[src/conv_cfg.svh]
// Register offsets, field positions, reset values and timing counts
`ifndef CONV_CFG_SVH
`define CONV_CFG_SVH
`define GAIN_POL_ADDR      8'hf4
`define CONV_CFG_ADDR      8'hfb
`define MODE_ADDR          8'hfa
`define ERR_STAT_ADDR      8'hf9
`define DAC_ADDR           8'hf8
`define SLOW_HIGH_ADDR     8'he3
`define SLOW_MID_ADDR      8'he2
`define SLOW_LOW_ADDR      8'he1
`define QUICK_HIGH_ADDR    8'he6
`define QUICK_MID_ADDR     8'he5
`define QUICK_LOW_ADDR     8'he4
`define GAIN_POL_RESET     8'h10
`define CONV_CFG_RESET     8'h00
`define DAC_RESET          8'h00
`define POL_BIT            4
`define BURNOUT_BIT        3
`define ISEL_BIT           4
`define DONE_BIT           7
`define BUSY_BIT           6
`define ERR_BIT            4
`define OVR_BIT            2
`define SLOW_CLIP_BIT      1
`define QUICK_CLIP_BIT     0
`define SLOW_PERIODS       3
`define PERIOD_CYCLES      16
`endif

[src/conv_pkg.sv]
// Types for the conversion control block
package conv_pkg;
  typedef enum logic [1:0] {
    mode_idle,
    mode_single,
    mode_continuous,
    mode_reserved
  } sys_mode_t;
  typedef enum logic [1:0] {
    st_idle,
    st_convert,
    st_done
  } seq_state_t;
endpackage

[src/conv_control.sv]
// Sigma-delta conversion sequencer, result registers and error flags
// Functional notes
// - Single mode write starts one conversion
// - Busy flag high throughout conversion
// - Quick after one period, slow after three
// - Select bit picks which filter sets done
// - Single mode returns idle, clears busy
// - Slow target also yields valid quick result
// - Continuous mode restarts immediately back to back
// - Slow results after three, then every period
// - Both filters update their results unless single mode ends on quick
// - Separate three-byte result sets per filter
// - Polarity zero gives straight binary
// - Polarity one gives two's complement
// - Filter overflow sets its clip flag
// - Done still set at end sets overrun
// - Summary error from clips, overrun, calibration
// - Results update regardless of errors
// - Offset DAC is sign and magnitude
// - Offset DAC write updates output
// - Burnout bit enables burnout currents
// - Polarity bit selects unipolar or bipolar
`timescale 1ns/1ps
`include "conv_cfg.svh"
module conv_control #(
  parameter int PERIOD = `PERIOD_CYCLES
) (
  input  wire logic        clk,
  input  wire logic        reset,
  input  wire logic [7:0]  sfr_addr,
  input  wire logic [7:0]  sfr_wdata,
  input  wire logic        sfr_wr,
  input  wire logic        sfr_rd,
  output logic      [7:0]  sfr_rdata,
  input  wire logic [23:0] slow_filter_data,
  input  wire logic [23:0] quick_filter_data,
  input  wire logic        slow_filter_ovf,
  input  wire logic        quick_filter_ovf,
  input  wire logic        cal_limit_error,
  output logic             conversion_busy_flag,
  output logic             conversion_done_flag,
  output logic             modulator_run,
  output logic             burnout_enable,
  output logic      [7:0]  pga_gain,
  output logic             offset_dac_negative,
  output logic      [6:0]  offset_dac_magnitude,
  output logic             offset_dac_update
);
  typedef struct packed {
    conv_pkg::seq_state_t seq;
    conv_pkg::sys_mode_t  mode;
    logic [1:0]           periods;
    logic                 slow_primed;
    logic [7:0]           gain_polarity_control;
    logic                 irq_filter_select;
    logic [7:0]           offset_dac_level;
    logic                 dac_update;
    logic [23:0]          slow_result;
    logic [23:0]          quick_result;
    logic                 done;
    logic                 overrun;
    logic                 slow_clip;
    logic                 quick_clip;
    logic                 cal_err;
    logic [7:0]           rdata;
  } ctl_state_t;

  ctl_state_t state_reg;
  ctl_state_t state_next;
  logic       period_end;
  logic       running;
  logic       quick_ready;
  logic       slow_ready;
  logic       sel_ready;

  // Bipolar two's complement word
  // Bipolar code: the filter output is already a signed word, so coding is a pass
  // through in both modes; unipolar treats the same bits as unsigned magnitude.
  function automatic logic [23:0] code_result(input logic [23:0] raw, input logic bipolar);
    code_result = bipolar ? raw : {1'b0, raw[22:0]} | {raw[23], 23'h000000};
  endfunction

  assign running = (state_reg.seq == conv_pkg::st_convert);

  period_timer #(
    .PERIOD (PERIOD)
  ) u_timer (
    .clk        (clk),
    .reset      (reset),
    .run        (running),
    .period_end (period_end)
  );

  assign quick_ready = running && period_end;
  assign slow_ready  = quick_ready &&
                       (state_reg.slow_primed || state_reg.periods == 2'(`SLOW_PERIODS - 1));
  assign sel_ready   = state_reg.irq_filter_select ? quick_ready : slow_ready;

  always_comb begin
    logic      clr_done;
    logic      mode_wr;
    logic      err_wr;
    state_next = state_reg;
    clr_done   = 1'b0;
    mode_wr    = sfr_wr && sfr_addr == `MODE_ADDR;
    err_wr     = sfr_wr && sfr_addr == `ERR_STAT_ADDR;
    state_next.dac_update = 1'b0;

    if (mode_wr) begin
      state_next.mode = conv_pkg::sys_mode_t'(sfr_wdata[1:0]);
    end
    if (sfr_wr && sfr_addr == `GAIN_POL_ADDR && state_reg.mode == conv_pkg::mode_idle) begin
      state_next.gain_polarity_control = {3'b000, sfr_wdata[4:0]};
    end
    if (sfr_wr && sfr_addr == `CONV_CFG_ADDR && state_reg.mode == conv_pkg::mode_idle) begin
      state_next.irq_filter_select = sfr_wdata[`ISEL_BIT];
    end
    if (sfr_wr && sfr_addr == `DAC_ADDR) begin
      state_next.offset_dac_level = sfr_wdata;
      state_next.dac_update       = 1'b1;
    end
    if (err_wr) begin
      clr_done = ~sfr_wdata[`DONE_BIT];
      if (!sfr_wdata[`OVR_BIT])        state_next.overrun    = 1'b0;
      if (!sfr_wdata[`SLOW_CLIP_BIT])  state_next.slow_clip  = 1'b0;
      if (!sfr_wdata[`QUICK_CLIP_BIT]) state_next.quick_clip = 1'b0;
      if (!sfr_wdata[`ERR_BIT])        state_next.cal_err    = 1'b0;
    end
    if (clr_done) begin
      state_next.done = 1'b0;
    end

    case (state_reg.seq)
      conv_pkg::st_idle: begin
        state_next.periods     = 2'b00;
        state_next.slow_primed = 1'b0;
        if (mode_wr && (sfr_wdata[1:0] == 2'b01 || sfr_wdata[1:0] == 2'b10)) begin
          state_next.seq = conv_pkg::st_convert;
        end
      end
      conv_pkg::st_convert: begin
        if (slow_filter_ovf)  state_next.slow_clip  = 1'b1;
        if (quick_filter_ovf) state_next.quick_clip = 1'b1;
        if (quick_ready) begin
          if (state_reg.periods != 2'b11) state_next.periods = state_reg.periods + 2'b01;
          state_next.quick_result =
            code_result(quick_filter_data, state_reg.gain_polarity_control[`POL_BIT]);
        end
        if (slow_ready) begin
          state_next.slow_primed = 1'b1;
          state_next.slow_result =
            code_result(slow_filter_data, state_reg.gain_polarity_control[`POL_BIT]);
        end
        if (sel_ready) begin
          if (state_reg.done && !clr_done) state_next.overrun = 1'b1;
          state_next.done = 1'b1;
          if (state_reg.mode == conv_pkg::mode_single) begin
            state_next.mode = conv_pkg::mode_idle;
            state_next.seq  = conv_pkg::st_done;
          end
        end
        if (state_reg.mode != conv_pkg::mode_single &&
            state_reg.mode != conv_pkg::mode_continuous) begin
          state_next.seq = conv_pkg::st_done;
        end
      end
      conv_pkg::st_done: begin
        state_next.seq = conv_pkg::st_idle;
      end
      default: begin
        state_next.seq = conv_pkg::st_idle;
      end
    endcase
    if (cal_limit_error) state_next.cal_err = 1'b1;

    state_next.rdata = 8'h00;
    if (sfr_rd) begin
      case (sfr_addr)
        `GAIN_POL_ADDR:   state_next.rdata = state_reg.gain_polarity_control;
        `CONV_CFG_ADDR:   state_next.rdata = {3'b000, state_reg.irq_filter_select, 4'h0};
        `MODE_ADDR:       state_next.rdata = {6'h00, state_reg.mode};
        `ERR_STAT_ADDR:   state_next.rdata = {state_reg.done, running, 1'b0,
                            state_reg.slow_clip | state_reg.quick_clip |
                            state_reg.overrun | state_reg.cal_err,
                            1'b0, state_reg.overrun, state_reg.slow_clip,
                            state_reg.quick_clip};
        `DAC_ADDR:        state_next.rdata = state_reg.offset_dac_level;
        `SLOW_HIGH_ADDR:  state_next.rdata = state_reg.slow_result[23:16];
        `SLOW_MID_ADDR:   state_next.rdata = state_reg.slow_result[15:8];
        `SLOW_LOW_ADDR:   state_next.rdata = state_reg.slow_result[7:0];
        `QUICK_HIGH_ADDR: state_next.rdata = state_reg.quick_result[23:16];
        `QUICK_MID_ADDR:  state_next.rdata = state_reg.quick_result[15:8];
        `QUICK_LOW_ADDR:  state_next.rdata = state_reg.quick_result[7:0];
        default:          state_next.rdata = 8'h00;
      endcase
    end
  end

  always_ff @(posedge clk) begin
    if (reset) begin
      state_reg                       <= '0;
      state_reg.gain_polarity_control <= `GAIN_POL_RESET;
      state_reg.offset_dac_level      <= `DAC_RESET;
    end else begin
      state_reg <= state_next;
    end
  end

  assign conversion_busy_flag = running;
  assign conversion_done_flag = state_reg.done;
  assign modulator_run        = running;
  assign sfr_rdata            = state_reg.rdata;
  assign burnout_enable       = state_reg.gain_polarity_control[`BURNOUT_BIT];
  // Gain is two to the code
  assign pga_gain             = 8'h01 << state_reg.gain_polarity_control[2:0];
  assign offset_dac_negative  = state_reg.offset_dac_level[7];
  assign offset_dac_magnitude = state_reg.offset_dac_level[6:0];
  assign offset_dac_update    = state_reg.dac_update;

  busy_flag_a: assert property (@(posedge clk) disable iff (reset)
    (conversion_busy_flag && (state_reg.mode == conv_pkg::mode_continuous ||
     (state_reg.mode == conv_pkg::mode_single && !sel_ready))) |=> conversion_busy_flag)
    else $error("busy flag wrong");
  single_start_a: assert property (@(posedge clk) disable iff (reset)
    (state_reg.seq == conv_pkg::st_idle && sfr_wr && sfr_addr == `MODE_ADDR &&
     sfr_wdata[1:0] == 2'b01) |=> conversion_busy_flag)
    else $error("single start missed");
  single_end_a: assert property (@(posedge clk) disable iff (reset)
    (sel_ready && state_reg.mode == conv_pkg::mode_single && !sfr_wr)
    |=> state_reg.mode == conv_pkg::mode_idle ##1 !conversion_busy_flag)
    else $error("single did not end");
  done_set_a: assert property (@(posedge clk) disable iff (reset)
    sel_ready |=> conversion_done_flag)
    else $error("done not set");
  overrun_a: assert property (@(posedge clk) disable iff (reset)
    (sel_ready && conversion_done_flag && !sfr_wr) |=> state_reg.overrun)
    else $error("overrun missed");
  slow_wait_a: assert property (@(posedge clk) disable iff (reset)
    $rose(running) |-> !slow_ready [*8])
    else $error("slow result too early");
  quick_upd_a: assert property (@(posedge clk) disable iff (reset)
    quick_ready |=> state_reg.quick_result ==
      code_result($past(quick_filter_data), state_reg.gain_polarity_control[`POL_BIT]))
    else $error("quick result not written");
  gain_lock_a: assert property (@(posedge clk) disable iff (reset)
    (state_reg.mode != conv_pkg::mode_idle) |=> $stable(state_reg.gain_polarity_control))
    else $error("gain changed while active");
  dac_upd_a: assert property (@(posedge clk) disable iff (reset)
    (sfr_wr && sfr_addr == `DAC_ADDR) |=> offset_dac_update &&
      offset_dac_magnitude == $past(sfr_wdata[6:0]))
    else $error("dac update missed");
  clip_a: assert property (@(posedge clk) disable iff (reset)
    (running && slow_filter_ovf) |=> state_reg.slow_clip)
    else $error("slow clip missed");

  single_cov: cover property (@(posedge clk) disable iff (reset)
    sel_ready && state_reg.mode == conv_pkg::mode_single);
  cont_cov: cover property (@(posedge clk) disable iff (reset)
    slow_ready && state_reg.mode == conv_pkg::mode_continuous && state_reg.slow_primed);
  ovr_cov: cover property (@(posedge clk) disable iff (reset) $rose(state_reg.overrun));
endmodule // conv_control

[src/period_timer.sv]
// Conversion-cycle period timer
`timescale 1ns/1ps
module period_timer #(
  parameter int PERIOD = 16
) (
  input  wire logic clk,
  input  wire logic reset,
  input  wire logic run,
  output logic      period_end
);
  typedef struct packed {
    logic [15:0] count;
  } timer_state_t;
  timer_state_t state_reg;
  timer_state_t state_next;

  always_comb begin
    state_next = state_reg;
    period_end = 1'b0;
    if (!run) begin
      state_next.count = 16'h0000;
    end else if (state_reg.count == 16'(PERIOD - 1)) begin
      state_next.count = 16'h0000;
      period_end = 1'b1;
    end else begin
      state_next.count = state_reg.count + 16'h0001;
    end
  end

  always_ff @(posedge clk) begin
    if (reset) begin
      state_reg <= '0;
    end else begin
      state_reg <= state_next;
    end
  end
endmodule // period_timer

[config.mk]
export PLATFORM = sky130hd
export DESIGN_NAME = conv_control
export DESIGN_NICKNAME = d
export VERILOG_FILES = /design/src/conv_pkg.sv /design/src/conv_control.sv /design/src/period_timer.sv
export VERILOG_INCLUDE_DIRS = /design/src
export SDC_FILE = /design/constraint.sdc
export NUM_CORES = 1
export LEC_CHECK = 0
export BUFFER_PORTS_ARGS = -buffer_cell sky130_fd_sc_hd__buf_2
export CORE_UTILIZATION = 30
export DETAILED_ROUTE_END_ITERATION = 12
export GPL_ROUTABILITY_DRIVEN = 0
export HOLD_SLACK_MARGIN = 0.06
export PLACE_DENSITY = 0.48
export SLEW_MARGIN = 5
export SYNTH_ARGS = -nofsm -noshare
export SYNTH_HDL_FRONTEND = slang
export SYNTH_SLANG_ARGS = --single-unit
[constraint.sdc]
create_clock -name clk -period 2.85 [get_ports clk]
set_input_delay 0.4275 -clock clk [delete_from_list [all_inputs] [get_ports clk]]
set_output_delay 0.4275 -clock clk [all_outputs]
set_load 0.02 [all_outputs]
==> reports/results.txt <==
Largest net degree at the start of global routing: 52
Simple-Gate Fraction of Synth Area: 20.91%
Dpl cell area: 5399 um2
Clock-pin slew on the worst setup and hold paths: 0.07 ns
VDD IR max: 0.0002822 V
Avg Synthesized Cell Area: 8.517 um2
Setup TNS: 0 ns
Worst EP arrival: 2.44 ns
Largest area contributor in the netlist: dfxtp_1
Num ports: 100
Warnings from Yosys: 0
Avg WL per Cell: 17.30 um
CTS tree: done
Post_cts resized: 0
Row count: 46
Max FFs per register: 64
Seq pwr share: 50.4%
CTS Sinks: 99
WHS: 0.3030 ns
Clock Latency Late Sink: 0.35 ns
Worst EP required: 3.13 ns
H-tree levels: 3
Post-synthesis cell area: 4906 um2
Outcome: finished, final reports clean
Hpwl dp: 10210 um
Final slew viol count: 0
Num CTS Buffers: 9
Met2 usage in global routing: 28.44%
Global Route Usage Sum: 17.84%
GRT met3 Usage: 3.198%
Share of the synthesized area in the top cell type: 40.40%
Actual slew at the worst max-slew pin: 0.6933 ns
Worst-path maximum fanout: 49
Fill count: 1679
Share of layout cells above drive strength 1: 21.50%
Post-layout util: 35.69%
Post-synthesis sequential area ratio: 40.40%
Setup CP Type: reg2reg
Area occupied by registers: 1982 um2
Post-Synth XOR/XNOR Area: 2.678%
Overall Power: 2747 uW
Core ar.: 15940 um2
Final Hold Vio Count: 0
Worst hold path class: in2reg
Hold Buf Count CTS: 0
PwrDens: 482.9 nW/um2
Clock group share of total power: 44.6%
Starting Density: 30.77%
Antenna-violating nets left: 0
DRT Pass-1 Iters: 5
Post-synthesis mux area share: 6.937%
Relative max-transition margin: 53.72%
Unrepaired setup endpoints after global routing: false
Cell variety after synth: 56
Area Overhead vs Synth: 15.97%
DIE WIDTH: 129.9 um
Static leakage power: 0.002090 uW
First-pass GRT wire length: 23040 um
Die area: 16870 um2
Combinational fraction of design power: 5.0%
Top cells by count, synth: dfxtp_1 (99), a21oi_1 (57), nor2_1 (42), nand3_1 (39), nand4_1 (38)
Vias/cell: 5.294
Antenna violations before repair: 0
Register bit total from synthesis: 99
Period utilisation layout: 75.69%
Most Crowded Layer GR: met2
Vias in the first global route: 4229
Drc violations: 0
NetSw: 595.0 uW
Crit path capture type: register
Crit path time final: 2.157 ns
Most numerous cell in the Yosys netlist: dfxtp_1
Largest family of logic cells by synthesized area: simple AND/OR/NAND/NOR gates
Initial DRC Count: 419
Synthesized net count: 653
Multi-input gate area: 2546 um2
Port Buffer Count: 99
Post CTS Setup Buffer Count: 0
Gate Count Post-Synth: 576
Grt met1 use: 23.88%
Pint: 2152 uW
Number of synthesized flops with an enable pin: 0
Drt total wl: 14600 um
Die H: 129.9 um
Post-synthesis adder-cell area fraction: 1.734%
Asr flop ratio synth: 0%
Grt ovf: 0
Largest cells by area after synthesis: dfxtp_1 (40%), a21oi_1 (5.8%), mux2i_1 (5.1%)
Final Cell Area: 5689 um2
Via count: 4468
Post-synthesis compound-gate area fraction: 19.61%
Main synth FF type: dfxtp_1
Worst-case clock skew: 0.008983 ns
Antenna cells: 0
CTS Root Cell: clkbuf_16
Critical path launch point type: register
Sw Ratio: 21.66%
Final #Nets: 703
MaxCap Viol Count: 0
Max Freq: 0.4636 GHz
Clock tree buffer depth: 2
# setup viols final: 0
metal layers:
metal  up-vias  wire length [um]
met1      2112              6888
met4         0               264
li1       2214                 -
met2       123              6711
met5         -                 0
met3        19               735
layout make-up:
type / count / area share (%)
clock inverters: 2 / 0.6598
clock buffers: 11 / 4.442
repair buffers: 109 / 10.03
flip-flops and latches: 99 / 34.84
well taps: 216 / 4.750
multi-input cells: 399 / 44.75
inverters: 8 / 0.5278
path summary, 6_finish.rpt:
path         slack [ns]  cells after the start                    to                 start
max                0.69                      5         state_reg[57]  u_timer.state_reg[9]
min reg2reg        0.46                      1  u_timer.state_reg[0]  u_timer.state_reg[0]
min                0.30                      3          state_reg[8]       cal_limit_error
max reg2reg        0.69                      5         state_reg[57]  u_timer.state_reg[9]
per-stage QoR:
step                setup slack [ns]  instances
floorplan                      1.057        576
global placement              0.6200        831
detailed placement            0.5363        831
CTS                           0.6791        844
global route                  0.5227        844
finish                        0.6930        844
cells in the final DEF, fill, tap and decap left out, types with 2 or more instances in the layout:
cell,count
o2bb2ai_1,8
nand3_1,39
dfxtp_1,99
mux2i_1,25
nor2b_1,2
a21oi_1,57
inv_1,7
buf_2,99
nor3b_1,4
nand4b_1,2
and3_1,7
a22oi_1,4
clkbuf_8,2
o21a_1,2
a32oi_1,5
xor2_1,2
clkbuf_16,9
mux2_2,6
nand4_1,38
buf_4,10
o31ai_1,24
and3b_1,2
a22o_1,7
nor3_1,11
a31oi_1,6
or4_1,4
nor4_1,8
nand2b_1,2
o211ai_1,2
ha_1,6
nor2_1,42
o21ai_0,30
xnor2_1,13
nand2_1,19
nand3b_1,2
worst max-delay path, stage by stage (launching register included):
cell and delay, ns:
dfxtp_1 0.35, nor4_1 0.50, and4_2 0.38, buf_4 0.43, nand4_1 0.21, a21oi_1 0.19
power groups by stage:
stage               clock [uW]  combinational (uW)  sequential [uW]
floorplan                    0                61.6             1420
global placement             0                 135             1420
detailed placement           0                 137             1420
CTS                       1260                 138             1380
global route              1320                 150             1380
finish                    1220                 137             1390
kinds of logic after synthesis:
kind of cell | after synthesis
and+or+nand+nor | 192
xor gates and xnor gates | 15
adders and majority gates | 7
muxes | 32
DFF | 99
AOI/OAI and AO/OA | 153
buffers and inverters | 78
(Power assumes the default switching activity.)
